[config.mk]
export PLATFORM = sky130hd
export DESIGN_NAME = sdbcl_device_flat
export DESIGN_NICKNAME = d
export VERILOG_FILES = /design/src/rtl/sdbcl_pkg.sv /design/src/rtl/sdbcl_if.sv /design/src/rtl/sdbcl_device.sv /design/src/flat_wrapper.sv
export SDC_FILE = /design/constraint.sdc
export NUM_CORES = 1
export LEC_CHECK = 0
export ABC_AREA = 1
export BUFFER_PORTS_ARGS = -buffer_cell sky130_fd_sc_hd__buf_2
export CORE_MARGIN = 3
export CORE_UTILIZATION = 45
export DETAILED_ROUTE_END_ITERATION = 6
export MAX_ROUTING_LAYER = met4
export PLACE_DENSITY = 0.62
export REMOVE_ABC_BUFFERS = 1
export SLEW_MARGIN = 10
export SYNTH_ARGS = -nofsm -noshare
export SYNTH_HDL_FRONTEND = slang
export SYNTH_SLANG_ARGS = --single-unit
export TNS_END_PERCENT = 30
[constraint.sdc]
create_clock -name sys_clk -period 5.94 [get_ports sys_clk]
set_input_delay 1.782 -clock sys_clk [delete_from_list [all_inputs] [get_ports sys_clk]]
set_output_delay 1.782 -clock sys_clk [all_outputs]
set_load 0.005 [all_outputs]
[src/rtl/sdbcl_pkg.sv]
`default_nettype none
package sdbcl_pkg;
  localparam int NUM_BANKS = 4;
  localparam int BANK_W = 2;
  localparam int CNT_W = 8;
  localparam int BURST_LEN = 4;
  localparam int CLK_PERIOD_NS = 8;
  // times in ns as printed defaults, read latency in cycles; cycles derived, least times rounded up
  localparam int PRECHARGE_TIME_NS = 20;
  localparam int ACTIVATE_TO_ACCESS_TIME_NS = 20;
  localparam int REFRESH_CYCLE_TIME_NS = 66;
  localparam int MODE_LOAD_TIME_NS = 16;
  localparam int WRITE_RECOVERY_TIME_NS = 16;
  localparam int SELF_REFRESH_EXIT_TIME_NS = 75;
  localparam int READ_LATENCY = 3;
  localparam int PRECHARGE_CYC = (PRECHARGE_TIME_NS + CLK_PERIOD_NS - 1) / CLK_PERIOD_NS;
  localparam int ACT_CYC = (ACTIVATE_TO_ACCESS_TIME_NS + CLK_PERIOD_NS - 1) / CLK_PERIOD_NS;
  localparam int REFRESH_CYC = (REFRESH_CYCLE_TIME_NS + CLK_PERIOD_NS - 1) / CLK_PERIOD_NS;
  localparam int MODE_CYC = (MODE_LOAD_TIME_NS + CLK_PERIOD_NS - 1) / CLK_PERIOD_NS;
  localparam int WR_REC_CYC = (WRITE_RECOVERY_TIME_NS + CLK_PERIOD_NS - 1) / CLK_PERIOD_NS;
  localparam int SR_EXIT_CYC = (SELF_REFRESH_EXIT_TIME_NS + CLK_PERIOD_NS - 1) / CLK_PERIOD_NS;

  // commands as decoded from cs_n, ras_n, cas_n, we_n
  typedef enum logic [3:0] {
    SDBCL_INHIBIT, SDBCL_NOP, SDBCL_ACTIVE, SDBCL_READ, SDBCL_WRITE,
    SDBCL_PRECHARGE, SDBCL_REFRESH, SDBCL_MODE_LOAD, SDBCL_BURST_STOP
  } sdbcl_cmd_e;

  // per-bank state
  typedef enum logic [3:0] {
    SDBCL_B_IDLE, SDBCL_B_ACTIVATING, SDBCL_B_ACTIVE, SDBCL_B_READ, SDBCL_B_WRITE,
    SDBCL_B_READ_AP, SDBCL_B_WRITE_AP, SDBCL_B_WR_RECOVER, SDBCL_B_PRECHARGING
  } sdbcl_bank_e;

  typedef enum logic [1:0] {
    SDBCL_D_NONE, SDBCL_D_REFRESH, SDBCL_D_MODE, SDBCL_D_PRE_ALL
  } sdbcl_dev_e;

  localparam logic [3:0] PIN_INHIBIT = 4'h8;
  localparam logic [3:0] PIN_NOP = 4'h7;
  localparam logic [3:0] PIN_ACTIVE = 4'h3;
  localparam logic [3:0] PIN_READ = 4'h5;
  localparam logic [3:0] PIN_WRITE = 4'h4;
  localparam logic [3:0] PIN_PRECHARGE = 4'h2;
  localparam logic [3:0] PIN_REFRESH = 4'h1;
  localparam logic [3:0] PIN_MODE_LOAD = 4'h0;
  localparam logic [3:0] PIN_BURST_STOP = 4'h6;
  localparam int AP_BIT = 10;
  localparam int ADDR_W = 13;
endpackage
`default_nettype wire

[src/rtl/sdbcl_if.sv]
`default_nettype none
// command link between controller and the legality-tracking device end
interface sdbcl_if;
  logic cke;
  logic cs_n;
  logic ras_n;
  logic cas_n;
  logic we_n;
  logic [1:0] bank;
  logic [12:0] addr;
  logic data_mask;
  modport ctrl (output cke, cs_n, ras_n, cas_n, we_n, bank, addr, data_mask);
  modport dev (input cke, cs_n, ras_n, cas_n, we_n, bank, addr, data_mask);
endinterface
`default_nettype wire

[src/rtl/sdbcl_device.sv]
`default_nettype none
module sdbcl_device #(
  parameter int BURST = sdbcl_pkg::BURST_LEN
) (
  input wire logic sys_clk,
  input wire logic nrst,
  sdbcl_if.dev lnk,
  output logic illegal_r,
  output logic [4*sdbcl_pkg::NUM_BANKS-1:0] bank_state_r,
  output logic [1:0] dev_state_r,
  output logic ready_r
);
  if (BURST < 1 || BURST > 255) begin : g_bad_burst // counters are CNT_W bits
    $error("burst length out of range");
  end

  // pins come from the far side: two flops before use
  logic [19:0] s1_r, s2_r;
  logic cke_prev_r;
  always_ff @(posedge sys_clk or negedge nrst) begin
    if (!nrst) begin
      s1_r <= 20'h0_0000;
      s2_r <= 20'h0_0000;
      cke_prev_r <= 1'b0;
    end else begin
      s1_r <= {lnk.cke, lnk.cs_n, lnk.ras_n, lnk.cas_n, lnk.we_n, lnk.bank, lnk.addr};
      s2_r <= s1_r;
      cke_prev_r <= s2_r[19];
    end
  end

  logic cke, cs_n;
  logic [3:0] pins;
  logic [1:0] ba;
  logic ap;
  assign cke = s2_r[19];
  assign cs_n = s2_r[18];
  assign pins = {cs_n, s2_r[17:15]};
  assign ba = s2_r[14:13];
  assign ap = s2_r[sdbcl_pkg::AP_BIT];

  function automatic sdbcl_pkg::sdbcl_cmd_e decode(input logic [3:0] p);
    if (p[3]) return sdbcl_pkg::SDBCL_INHIBIT;
    case (p)
      sdbcl_pkg::PIN_NOP: return sdbcl_pkg::SDBCL_NOP;
      sdbcl_pkg::PIN_ACTIVE: return sdbcl_pkg::SDBCL_ACTIVE;
      sdbcl_pkg::PIN_READ: return sdbcl_pkg::SDBCL_READ;
      sdbcl_pkg::PIN_WRITE: return sdbcl_pkg::SDBCL_WRITE;
      sdbcl_pkg::PIN_PRECHARGE: return sdbcl_pkg::SDBCL_PRECHARGE;
      sdbcl_pkg::PIN_REFRESH: return sdbcl_pkg::SDBCL_REFRESH;
      sdbcl_pkg::PIN_MODE_LOAD: return sdbcl_pkg::SDBCL_MODE_LOAD;
      sdbcl_pkg::PIN_BURST_STOP: return sdbcl_pkg::SDBCL_BURST_STOP;
      default: return sdbcl_pkg::SDBCL_NOP;
    endcase
  endfunction

  // busy states a command to the same bank may not interrupt
  function automatic logic locked(input sdbcl_pkg::sdbcl_bank_e s);
    return s == sdbcl_pkg::SDBCL_B_ACTIVATING || s == sdbcl_pkg::SDBCL_B_PRECHARGING ||
           s == sdbcl_pkg::SDBCL_B_READ_AP || s == sdbcl_pkg::SDBCL_B_WRITE_AP ||
           s == sdbcl_pkg::SDBCL_B_WR_RECOVER;
  endfunction

  logic [sdbcl_pkg::CNT_W-1:0] dev_cnt_r, sr_cnt_r;
  sdbcl_pkg::sdbcl_cmd_e cmd;
  logic valid;
  assign cmd = decode(pins);
  // no legality checking around clock-enable transitions or self refresh exit
  assign valid = cke && cke_prev_r && (sr_cnt_r == '0);

  sdbcl_pkg::sdbcl_bank_e st_r [sdbcl_pkg::NUM_BANKS];
  logic [sdbcl_pkg::CNT_W-1:0] cnt_r [sdbcl_pkg::NUM_BANKS];
  logic [sdbcl_pkg::CNT_W-1:0] cut_r [sdbcl_pkg::NUM_BANKS];
  sdbcl_pkg::sdbcl_dev_e dev_r;
  logic [1:0] last_bank_r;
  logic last_valid_r;

  logic all_idle, any_locked, all_prechargeable;
  always_comb begin
    all_idle = 1'b1;
    any_locked = 1'b0;
    all_prechargeable = 1'b1;
    for (int i = 0; i < sdbcl_pkg::NUM_BANKS; i++) begin
      if (st_r[i] != sdbcl_pkg::SDBCL_B_IDLE) all_idle = 1'b0;
      if (locked(st_r[i]) && st_r[i] != sdbcl_pkg::SDBCL_B_PRECHARGING) begin
        all_prechargeable = 1'b0;
      end
    end
    any_locked = locked(st_r[ba]);
  end

  // legality of the command this edge
  logic bad;
  always_comb begin
    bad = 1'b0;
    if (valid && cmd != sdbcl_pkg::SDBCL_INHIBIT && cmd != sdbcl_pkg::SDBCL_NOP) begin
      if (dev_r != sdbcl_pkg::SDBCL_D_NONE) bad = 1'b1;
      else case (cmd)
        sdbcl_pkg::SDBCL_REFRESH, sdbcl_pkg::SDBCL_MODE_LOAD: bad = !all_idle;
        sdbcl_pkg::SDBCL_ACTIVE: bad = st_r[ba] != sdbcl_pkg::SDBCL_B_IDLE;
        sdbcl_pkg::SDBCL_READ, sdbcl_pkg::SDBCL_WRITE:
          bad = !(st_r[ba] == sdbcl_pkg::SDBCL_B_ACTIVE || st_r[ba] == sdbcl_pkg::SDBCL_B_READ ||
                  st_r[ba] == sdbcl_pkg::SDBCL_B_WRITE);
        sdbcl_pkg::SDBCL_PRECHARGE: bad = ap ? !all_prechargeable : any_locked;
        sdbcl_pkg::SDBCL_BURST_STOP: bad = !last_valid_r;
        default: bad = 1'b0;
      endcase
    end
  end

  always_ff @(posedge sys_clk or negedge nrst) begin
    if (!nrst) illegal_r <= 1'b0;
    else illegal_r <= bad;
  end

  logic is_rw, acc;
  assign acc = valid && !bad;
  assign is_rw = acc && (cmd == sdbcl_pkg::SDBCL_READ || cmd == sdbcl_pkg::SDBCL_WRITE);

  // most recent burst owner for burst stop
  always_ff @(posedge sys_clk or negedge nrst) begin
    if (!nrst) begin
      last_bank_r <= 2'h0;
      last_valid_r <= 1'b0;
    end else if (is_rw && !ap) begin
      last_bank_r <= ba;
      last_valid_r <= 1'b1;
    end else if (acc && (cmd == sdbcl_pkg::SDBCL_BURST_STOP ||
                 (cmd == sdbcl_pkg::SDBCL_PRECHARGE && (ap || ba == last_bank_r)))) begin
      last_valid_r <= 1'b0;
    end else if (last_valid_r && st_r[last_bank_r] != sdbcl_pkg::SDBCL_B_READ &&
                 st_r[last_bank_r] != sdbcl_pkg::SDBCL_B_WRITE) begin
      last_valid_r <= 1'b0;
    end
  end

  // device-wide busy tracker and self refresh exit hold-off
  always_ff @(posedge sys_clk or negedge nrst) begin
    if (!nrst) begin
      dev_r <= sdbcl_pkg::SDBCL_D_NONE;
      dev_cnt_r <= '0;
      sr_cnt_r <= '0;
    end else begin
      if (cke && !cke_prev_r) sr_cnt_r <= sdbcl_pkg::CNT_W'(sdbcl_pkg::SR_EXIT_CYC);
      else if (sr_cnt_r != '0) sr_cnt_r <= sr_cnt_r - 1'b1;
      if (dev_r != sdbcl_pkg::SDBCL_D_NONE) begin
        if (dev_cnt_r <= 1) dev_r <= sdbcl_pkg::SDBCL_D_NONE;
        dev_cnt_r <= dev_cnt_r - 1'b1;
      end else if (acc && cmd == sdbcl_pkg::SDBCL_REFRESH) begin
        dev_r <= sdbcl_pkg::SDBCL_D_REFRESH;
        dev_cnt_r <= sdbcl_pkg::CNT_W'(sdbcl_pkg::REFRESH_CYC);
      end else if (acc && cmd == sdbcl_pkg::SDBCL_MODE_LOAD) begin
        dev_r <= sdbcl_pkg::SDBCL_D_MODE;
        dev_cnt_r <= sdbcl_pkg::CNT_W'(sdbcl_pkg::MODE_CYC);
      end else if (acc && cmd == sdbcl_pkg::SDBCL_PRECHARGE && ap) begin
        dev_r <= sdbcl_pkg::SDBCL_D_PRE_ALL;
        dev_cnt_r <= sdbcl_pkg::CNT_W'(sdbcl_pkg::PRECHARGE_CYC);
      end
    end
  end

  // per-bank state machines
  for (genvar b = 0; b < sdbcl_pkg::NUM_BANKS; b++) begin : g_bank
    logic mine, other_rw, pre_all;
    assign mine = acc && ba == 2'(b);
    assign other_rw = is_rw && ba != 2'(b);
    assign pre_all = acc && cmd == sdbcl_pkg::SDBCL_PRECHARGE && ap;
    always_ff @(posedge sys_clk or negedge nrst) begin
      if (!nrst) begin
        st_r[b] <= sdbcl_pkg::SDBCL_B_IDLE;
        cnt_r[b] <= '0;
        cut_r[b] <= '0;
      end else if (pre_all && st_r[b] != sdbcl_pkg::SDBCL_B_IDLE) begin
        st_r[b] <= sdbcl_pkg::SDBCL_B_PRECHARGING; // banks follow the device timer
        cnt_r[b] <= sdbcl_pkg::CNT_W'(sdbcl_pkg::PRECHARGE_CYC);
      end else begin
        if (cut_r[b] != '0) cut_r[b] <= cut_r[b] - 1'b1;
        if (cnt_r[b] != '0) cnt_r[b] <= cnt_r[b] - 1'b1;
        case (st_r[b])
          sdbcl_pkg::SDBCL_B_IDLE: begin
            if (mine && cmd == sdbcl_pkg::SDBCL_ACTIVE) begin
              st_r[b] <= sdbcl_pkg::SDBCL_B_ACTIVATING;
              cnt_r[b] <= sdbcl_pkg::CNT_W'(sdbcl_pkg::ACT_CYC);
            end // precharge here is a nop
          end
          sdbcl_pkg::SDBCL_B_ACTIVATING:
            if (cnt_r[b] <= 1) st_r[b] <= sdbcl_pkg::SDBCL_B_ACTIVE;
          sdbcl_pkg::SDBCL_B_ACTIVE, sdbcl_pkg::SDBCL_B_READ, sdbcl_pkg::SDBCL_B_WRITE: begin
            if (mine && cmd == sdbcl_pkg::SDBCL_READ) begin
              st_r[b] <= ap ? sdbcl_pkg::SDBCL_B_READ_AP : sdbcl_pkg::SDBCL_B_READ;
              cnt_r[b] <= sdbcl_pkg::CNT_W'(BURST);
            end else if (mine && cmd == sdbcl_pkg::SDBCL_WRITE) begin
              st_r[b] <= ap ? sdbcl_pkg::SDBCL_B_WRITE_AP : sdbcl_pkg::SDBCL_B_WRITE;
              cnt_r[b] <= sdbcl_pkg::CNT_W'(BURST);
            end else if (mine && cmd == sdbcl_pkg::SDBCL_PRECHARGE) begin
              st_r[b] <= sdbcl_pkg::SDBCL_B_PRECHARGING;
              cnt_r[b] <= sdbcl_pkg::CNT_W'(sdbcl_pkg::PRECHARGE_CYC);
            end else if (acc && cmd == sdbcl_pkg::SDBCL_BURST_STOP && last_bank_r == 2'(b) &&
                         st_r[b] != sdbcl_pkg::SDBCL_B_ACTIVE) begin
              st_r[b] <= sdbcl_pkg::SDBCL_B_ACTIVE;
            end else if (st_r[b] == sdbcl_pkg::SDBCL_B_READ && other_rw &&
                         cmd == sdbcl_pkg::SDBCL_READ) begin
              cut_r[b] <= sdbcl_pkg::CNT_W'(sdbcl_pkg::READ_LATENCY);
            end else if (st_r[b] != sdbcl_pkg::SDBCL_B_ACTIVE && other_rw) begin
              st_r[b] <= sdbcl_pkg::SDBCL_B_ACTIVE;
            end else if (cut_r[b] == 1 && st_r[b] == sdbcl_pkg::SDBCL_B_READ) begin
              st_r[b] <= sdbcl_pkg::SDBCL_B_ACTIVE;
            end else if (st_r[b] != sdbcl_pkg::SDBCL_B_ACTIVE && cnt_r[b] == 1) begin
              st_r[b] <= sdbcl_pkg::SDBCL_B_ACTIVE; // burst done
            end
          end
          sdbcl_pkg::SDBCL_B_READ_AP: begin
            if (other_rw || cnt_r[b] <= 1) begin
              st_r[b] <= sdbcl_pkg::SDBCL_B_PRECHARGING;
              cnt_r[b] <= sdbcl_pkg::CNT_W'(sdbcl_pkg::PRECHARGE_CYC);
            end
          end
          sdbcl_pkg::SDBCL_B_WRITE_AP: begin
            if (other_rw || cnt_r[b] <= 1) begin
              st_r[b] <= sdbcl_pkg::SDBCL_B_WR_RECOVER;
              cnt_r[b] <= sdbcl_pkg::CNT_W'(sdbcl_pkg::WR_REC_CYC);
            end
          end
          sdbcl_pkg::SDBCL_B_WR_RECOVER: begin
            if (cnt_r[b] <= 1) begin
              st_r[b] <= sdbcl_pkg::SDBCL_B_PRECHARGING;
              cnt_r[b] <= sdbcl_pkg::CNT_W'(sdbcl_pkg::PRECHARGE_CYC);
            end
          end
          sdbcl_pkg::SDBCL_B_PRECHARGING:
            if (cnt_r[b] <= 1) st_r[b] <= sdbcl_pkg::SDBCL_B_IDLE;
          default: st_r[b] <= sdbcl_pkg::SDBCL_B_IDLE;
        endcase
      end
    end
  end

  // status outputs, registered
  always_ff @(posedge sys_clk or negedge nrst) begin
    if (!nrst) begin
      bank_state_r <= '0;
      dev_state_r <= 2'h0;
      ready_r <= 1'b0;
    end else begin
      for (int i = 0; i < sdbcl_pkg::NUM_BANKS; i++) bank_state_r[4*i +: 4] <= st_r[i];
      dev_state_r <= dev_r;
      ready_r <= valid && dev_r == sdbcl_pkg::SDBCL_D_NONE;
    end
  end
endmodule
`default_nettype wire

[src/flat_wrapper.sv]
// flat-port wrapper written by rule: the top's interface ports become plain ports
module sdbcl_device_flat 
#(
  parameter int BURST = sdbcl_pkg::BURST_LEN
)
  (sys_clk, nrst, illegal_r, bank_state_r, dev_state_r, ready_r, lnk_cke, lnk_cs_n, lnk_ras_n, lnk_cas_n, lnk_we_n, lnk_bank, lnk_addr, lnk_data_mask);
  sdbcl_if lnk_i ();
  input wire logic sys_clk;
  input wire logic nrst;
  output logic illegal_r;
  output logic [4*sdbcl_pkg::NUM_BANKS-1:0] bank_state_r;
  output logic [1:0] dev_state_r;
  output logic ready_r;
  input wire logic [$bits(lnk_i.cke)-1:0] lnk_cke;
  input wire logic [$bits(lnk_i.cs_n)-1:0] lnk_cs_n;
  input wire logic [$bits(lnk_i.ras_n)-1:0] lnk_ras_n;
  input wire logic [$bits(lnk_i.cas_n)-1:0] lnk_cas_n;
  input wire logic [$bits(lnk_i.we_n)-1:0] lnk_we_n;
  input wire logic [$bits(lnk_i.bank)-1:0] lnk_bank;
  input wire logic [$bits(lnk_i.addr)-1:0] lnk_addr;
  input wire logic [$bits(lnk_i.data_mask)-1:0] lnk_data_mask;
  assign lnk_i.cke = lnk_cke;
  assign lnk_i.cs_n = lnk_cs_n;
  assign lnk_i.ras_n = lnk_ras_n;
  assign lnk_i.cas_n = lnk_cas_n;
  assign lnk_i.we_n = lnk_we_n;
  assign lnk_i.bank = lnk_bank;
  assign lnk_i.addr = lnk_addr;
  assign lnk_i.data_mask = lnk_data_mask;
  sdbcl_device #(.BURST(BURST)) u_core (.sys_clk(sys_clk), .nrst(nrst), .lnk(lnk_i), .illegal_r(illegal_r), .bank_state_r(bank_state_r), .dev_state_r(dev_state_r), .ready_r(ready_r));
endmodule
==> impl_metrics.py, run 1 <==
metrics = {
    "status": {
        "status": "completed",
    },
    "hold_path": {
        "min_to": "u_core.s2_r[15]",
        "hp-class": "register to register",
        "min_from": "u_core.s1_r[15]",
        "min_path_cells": 0,
    },
    "run": {
        "maxCapViolations": 0,
    },
    "layout": {
        "finalNetCount": 1368,
        "syn2layout_area_growth_pct": 11.7,
        "layout-drive-gt1-share_pct": 7.60,
        "design_area_mm2": 0.0101,
        "num_antenna_cells": 0,
        "n_fill_cell": 1924,
    },
    "yosys": {
        "ys_top_cells_by_area": "dfrtp_1 (38%), nand2_1 (13%), nor2_1 (7.3%)",
        "synth_fa_ha_area_share_pct": 3.73,
        "synth_simple_gate_area_share_pct": 35.3,
        "synth_top_family_by_area": "simple AND/OR/NAND/NOR gates",
        "yosys.cell_types.count": 48,
        "synth-seq-cells": 138,
        "synth-main-ff-cell": "dfrtp_1",
        "async_flop_share_pct": 100,
        "synth_xor_area_share_pct": 5.13,
        "syn_area_mm2": 0.00906,
        "synthMuxAreaShare_pct": 0,
        "synth_seq_area_share_pct": 38.1,
        "ys_warn_count": 0,
        "syn_area_per_cell_um2": 7.06,
        "synth_top_area_share_pct": 38.1,
        "yosys.area.top_type": "dfrtp_1",
        "synth_edf_count": 0,
        "synth_compound_area_share_pct": 9.66,
        "synthesis.instances": 1283,
    },
    "critical_path": {
        "r2r_end": "u_core.dev_cnt_r[0]",
        "path_cells": "clkinv_1, nand3_1, nand2_1, nor2_1, nand2_1, nor2_1, nor2_1, nor2_1, nand3_2, nand2_1, nand2_1, inv_2, nand3_2, nand3_1, inv_2, nor2_4, o21ai_1, nand2_1",
        "reg2reg_depth": 18,
        "cp_num_buf_inv": 3,
        "crit_type": "register to register",
        "crit_arrival_ns": 4.06,
        "endpoint_kind": "register",
        "startpoint_type": "register",
        "crit_top_cell": "nand2_1",
        "crit_family": "simple AND/OR/NAND/NOR gates",
        "r2r-start": "u_core.s2_r[14]",
        "r2r_slack_ns": 2.24,
        "critical_path_required_ns": 6.30,
        "crit_path_max_fanout": 16,
        "crit_slowest_cell": "dfrtp_1",
        "slowest_delay_ns": 0.70,
    },
    "timing": {
        "timing.fmax_mhz": 270,
        "worst_pin_slew_ns": 0.720,
        "fin_setup_tns_ns": 0,
        "period_share_pct": 62.3,
        "hold_viol": 0,
        "relSlewSlack_pct": 52.0,
        "fin_skew_ns": 0.0100,
        "rsz0062_at_grt": "no",
        "period_minus_slack_ns": 3.70,
        "slew_viol_final": 0,
        "setup_viol": 0,
    },
    "grt": {
        "grt_overflow_total": 0,
        "antenna_found_initial": 0,
        "first_global_vias": 7924,
        "grt_max_degree": 59,
        "grt_util_all_layers_pct": 22.8,
        "grt_first_pass_wirelength_um": 39400,
    },
    "die": {
        "start_util_pct": 46.2,
        "io_pins": 43,
        "core.rowCount": 51,
        "die_x_um": 148,
        "die-area_mm2": 0.0219,
        "core-area_mm2": 0.0196,
        "die_h_um": 148,
    },
    "drt": {
        "vias": 8413,
        "drt_iter0_markers": 789,
        "final_antenna_net_count": 0,
        "via_per_inst": 5.28,
        "drc": 0,
        "firstDrtPassIters": 6,
        "wl_per_cell_um": 14.8,
        "drt_wl_total_um": 23700,
    },
    "clock_tree": {
        "cts_tree": "done",
        "clk_pin_slew_worst_paths_ns": 0.06,
        "cts_root_buf": "clkbuf_16",
        "hold_buffers": 0,
        "cts_buffers": 17,
        "cts_buffer_depth": 2,
        "htreeDepth": 4,
        "cts_sinks": 138,
        "cts_resized": 0,
        "post_cts_buffers": 0,
        "insertion_delay_ns": 0.43,
    },
    "placed_design": {
        "io_buffers": 29,
        "postPlaceCellArea_mm2": 0.00947,
        "routabilityCongestion": 0.994,
        "hpwl_um": 17300,
    },
    "power": {
        "p_leak_nw": 5.18,
        "cellPowerDensity_mw_per_mm2": 505,
        "vdd_drop_max_uv": 211,
    },
}
[where the power goes]
part	internal [mW]	leakage, nW	total, mW	switching, mW
combinational	0.854	3.15	2.31	1.46
clock	0.752	0.305	1.18	0.424
sequential	1.28	1.73	1.62	0.339
total	2.89	5.18	5.11	2.22
[cells by family after synthesis]
family	count (synthesis)
adders and majority gates	27
DFF	138
AOI/OAI and AO/OA	154
buffers and inverters	189
and+or+nand+nor	722
xor gates and xnor gates	53
[placed cells by master (no fill, tap or decap), types with 3 or more instances in the layout]
| cell type | count |
|---|---|
| a211oi_1 | 3 |
| a21oi_1 | 45 |
| a31oi_1 | 9 |
| buf_2 | 28 |
| bufinv_16 | 5 |
| clkbuf_16 | 17 |
| clkinv_1 | 4 |
| clkinv_4 | 3 |
| dfrtp_1 | 138 |
| ha_1 | 27 |
| inv_1 | 164 |
| inv_2 | 6 |
| nand2_1 | 317 |
| nand2_2 | 6 |
| nand2_4 | 3 |
| nand3_1 | 112 |
| nand3_2 | 4 |
| nand4_1 | 42 |
| nor2_1 | 176 |
| nor2_2 | 9 |
| nor2_4 | 7 |
| nor3_1 | 32 |
| nor4_1 | 4 |
| o21ai_0 | 55 |
| o21ai_1 | 9 |
| o22ai_1 | 7 |
| o31ai_1 | 9 |
| xnor2_1 | 14 |
| xor2_1 | 39 |
[routing by layer]
layer	vias to the layer above	track usage, %	wire, µm
met2	238	35.5	10900
met5	-	-	0
met4	0	7.07	506
li1	4248	-	-
met3	45	4.51	1450
met1	3882	30.5	10800
[state kept, by name, summed over array words and instances (netlist names)]
register             count
u_core.cnt_r            32
u_core.cut_r            32
u_core.bank_state_r     16
u_core.st_r             16
u_core.dev_cnt_r         8
u_core.s1_r              8
u_core.s2_r              8
u_core.sr_cnt_r          8
u_core.dev_r             2
u_core.dev_state_r       2
u_core.last_bank_r       2
u_core.cke_prev_r        1
u_core.illegal_r         1
u_core.last_valid_r      1
u_core.ready_r           1
[stage by stage]
step	hold WS, ns	instances	total power, mW	worst slack (ns)	util [%]
after floorplan	0.331	1268	3.37	3.28	-
after global placement	0.335	1564	3.88	2.40	48.4
after detailed placement	0.336	1564	3.93	2.36	48.4
after CTS	0.347	1594	5.13	2.33	51.6
after global routing	0.352	1594	5.59	1.88	51.6
final	0.346	1594	5.11	2.24	51.6
[cells in the mapped netlist, drive strengths merged (9+ instances only)]
library cell and count:
a31oi 9, xnor2 14, dfrtp 138, xor2 39
nand4 42, o31ai 9, inv 170, nand2 326
nor2 193, a21oi 46, nor3 34, ha 27
o21ai 65, nand3 116
[layout make-up]
cell class | instances | area [µm²] | share of cell area, %
tap | 265 | 332 | 3.28
clock buffer | 19 | 443 | 4.38
multi-input combinational | 956 | 4870 | 48.2
timing repair buffer | 31 | 166 | 1.65
clock inverter | 11 | 196 | 1.94
inverter | 174 | 653 | 6.46
sequential | 138 | 3450 | 34.1
[how the worst max path moves through the flow]
stage | start | to | slack, ns | cells after the start
6_report | u_core.s2_r[14] | u_core.dev_cnt_r[0] | 2.24 | 18
5_1_grt | u_core.s2_r[14] | u_core.cut_r[10] | 1.88 | 16
4_1_cts | u_core.s2_r[14] | u_core.dev_cnt_r[0] | 2.33 | 18
3_5_place_dp | u_core.s2_r[14] | u_core.cnt_r[6] | 2.36 | 17
3_3_place_gp | u_core.s2_r[14] | u_core.cnt_r[5] | 2.40 | 17
2_1_floorplan | u_core.s2_r[14] | u_core.cut_r[12] | 3.28 | 19
No activity file was read; power rests on OpenSTA's default activity.
==> run 2, diff against run 1 <==
Settings changed: ABC_AREA 1 to 0, PLACE_DENSITY 0.62 to 0.63.
Clock period 5.94 ns to 3.75 ns, I/O delays scaled along.
==> run 2 against run 1 <==
Net effect: sequential cell count unchanged; clock skew is essentially flat; sequential power increased by 51%; total power increased by 53%.
==> impl_metrics.py, run 2 <==
metrics = {
    "status": {
        "status": "completed",
    },
    "layout": {
        "syn2layout_area_growth_pct": 15.6,
        "finalNetCount": 1143,
        "layout-drive-gt1-share_pct": 14.3,
        "final_util_pct": 53.6,
        "final_cell_mix": "dfrtp_1 (137), nor2_1 (130), nand2_1 (94)",
        "final_common_cell": "dfrtp_1",
        "reg.largest.list": "u_core.cnt_r x32, u_core.cut_r x32",
        "n_fill_cell": 1830,
        "num_antenna_cells": 0,
    },
    "die": {
        "core-area_mm2": 0.0189,
        "start_util_pct": 46.4,
        "die_x_um": 146,
        "io_pins": 43,
        "die-area_mm2": 0.0212,
        "core.rowCount": 50,
        "die_h_um": 146,
    },
    "timing": {
        "worst_pin_slew_ns": 0.844,
        "slew_viol_final": 0,
        "timing.fmax_mhz": 278,
        "setup_viol": 0,
        "period_share_pct": 95.8,
        "hold_slack_ns": 0.349,
        "relSlewSlack_pct": 43.2,
        "period_minus_slack_ns": 3.59,
        "fin_skew_ns": 0.0101,
        "rsz0062_at_grt": "no",
        "fin_setup_tns_ns": 0,
        "hold_viol": 0,
    },
    "critical_path": {
        "crit_path_max_fanout": 12,
        "crit_type": "register to register",
        "crit_family": "simple AND/OR/NAND/NOR gates",
        "endpoint_kind": "register",
        "critical_path_required_ns": 4.07,
        "path_cells": "mux4_2, nor3b_1, or4_4, a32oi_4, buf_4, nand4_4, or4_4, nor3b_4, a21o_1, a22o_1",
        "crit_top_cell": "or4_4",
        "crit_arrival_ns": 3.91,
        "startpoint_type": "register",
        "reg2reg_depth": 10,
        "cp_num_buf_inv": 1,
        "cp_num_cells": 10,
        "r2r_slack_ns": 0.16,
        "crit_slowest_cell": "mux4_2",
        "slowest_delay_ns": 0.58,
    },
    "grt": {
        "antenna_found_initial": 0,
        "grt_util_all_layers_pct": 23.4,
        "grt_overflow_total": 0,
        "grt_max_degree": 75,
        "first_global_vias": 7727,
        "grt_first_pass_wirelength_um": 39800,
    },
    "drt": {
        "wl_per_cell_um": 17.4,
        "drt_iter0_markers": 848,
        "via_per_inst": 5.92,
        "final_antenna_net_count": 0,
        "firstDrtPassIters": 5,
        "vias": 8092,
        "drt_wl_total_um": 23700,
        "drc": 0,
    },
    "hold_path": {
        "hp-class": "register to register",
        "min_path_cells": 0,
    },
    "power": {
        "finalPower_mw": 7.80,
        "cellPowerDensity_mw_per_mm2": 770,
        "vdd_drop_max_uv": 411,
        "p_leak_nw": 4.47,
    },
    "clock_tree": {
        "cts_buffers": 17,
        "clk_pin_slew_worst_paths_ns": 0.06,
        "cts_buffer_depth": 2,
        "cts_root_buf": "clkbuf_16",
        "hold_buffers": 0,
        "cts_sinks": 138,
        "cts_tree": "done",
        "htreeDepth": 4,
        "insertion_delay_ns": 0.43,
    },
    "yosys": {
        "synth_seq_area_share_pct": 39.4,
        "syn_area_mm2": 0.00876,
        "ys_warn_count": 0,
        "yosys.area.top_type": "dfrtp_1",
        "synth_common_cells": "dfrtp_1 (138), nor2_1 (130), nand2_1 (95), o21ai_0 (78), a21oi_1 (55)",
        "synth-main-ff-cell": "dfrtp_1",
        "synth_top_area_share_pct": 39.4,
        "synth_most_common_cell": "dfrtp_1",
        "ys_top_cells_by_area": "dfrtp_1 (39%), nor2_1 (5.6%), o21ai_0 (4.5%)",
        "async_flop_share_pct": 100,
        "synth_edf_count": 0,
        "synthesis.instances": 1031,
        "yosys.cell_types.count": 72,
        "syn_area_per_cell_um2": 8.50,
        "synth-seq-cells": 138,
    },
    "placed_design": {
        "routabilityCongestion": 0.973,
        "io_buffers": 29,
        "hpwl_um": 16800,
    },
    "run": {
        "maxCapViolations": 0,
    },
}
==> run 2: cell count changes in the layout (fill, tap and decap cells not counted), sizes merged, moves of 20 or more <==
cell and delta:
buf +58, inv -126, nand2 -231, nand3 -64, nor2 -62, o21ai +20
==> run 2: worst reg2reg max path, stage by stage, from the launching register on <==
cell	delay, ns
dfrtp_2	0.44
mux4_2	0.59
nor3b_1	0.17
or4_4	0.51
a32oi_4	0.28
buf_4	0.20
nand4_4	0.16
or4_4	0.57
nor3b_4	0.21
a21o_1	0.18
a22o_1	0.17
==> run 2: power breakdown <==
part	internal, mW	switching, mW	leakage, nW	total (mW)
sequential	1.98	0.463	1.74	2.45
combinational	1.51	2.09	2.43	3.60
clock	1.07	0.691	0.297	1.76
total	4.56	3.24	4.47	7.80
==> run 2: layout make-up <==
type | count | area (µm²) | share of cell area [%]
Sequential cell | 138 | 3450 | 34.1
Timing Repair Buffer | 89 | 614 | 6.06
Clock buffer | 18 | 439 | 4.33
Clock inverter | 14 | 169 | 1.67
Multi-Input combinational cell | 807 | 4980 | 49.1
Inverter | 40 | 150 | 1.48
Tap cell | 260 | 325 | 3.21
==> run 2: kinds of logic (layout without fill, tap and decap cells) <==
group	Yosys count	in the layout	share of synthesized area, %
XOR/XNOR	47	47	4.70
adder cells (fa/ha/maj)	27	27	3.86
buffers and inverters	86	161	3.91
flip-flops	138	138	39.4
AO/OA/AOI/OAI	250	250	18.1
AND/OR/NAND/NOR	462	462	26.4
multiplexers	21	21	3.67
==> run 2: through the flow <==
stage / setup slack, ns / area, µm² / cells
after floorplan: -0.148 / 8570 / 985
after global placement: 0.0404 / 9500 / 1333
after detailed placement: 0.00752 / 9500 / 1333
after CTS: 0.0778 / 10100 / 1366
after global routing: 0.0356 / 10100 / 1366
final: 0.157 / 10100 / 1366
==> run 2: per-layer routing <==
layer  vias up  global-route usage, %  wire, µm
met5         -                      -         0
met4         0                   8.26       480
met3        51                   4.33      1560
met2       286                   35.5     10800
met1      3877                   31.7     10900
li1       3878                      -         -
==> run 2: timing repair <==
action	in CTS	in global routing
pin swaps	1	0
gates resized for setup	0	5
endpoints found under the setup margin	4	25
setup buffers	1	0
==> run 2: path summary, 6_finish.rpt <==
check | start | end
max in group asynchronous | nrst | u_core.s2_r[13]
hold / removal | u_core.s1_r[16] | u_core.s2_r[16]
min in group asynchronous | nrst | u_core.sr_cnt_r[6]
hold reg to reg | u_core.s1_r[16] | u_core.s2_r[16]
setup reg to reg | u_core.s2_r[13] | u_core.cut_r[7]
setup / recovery | u_core.s2_r[13] | u_core.cut_r[7]
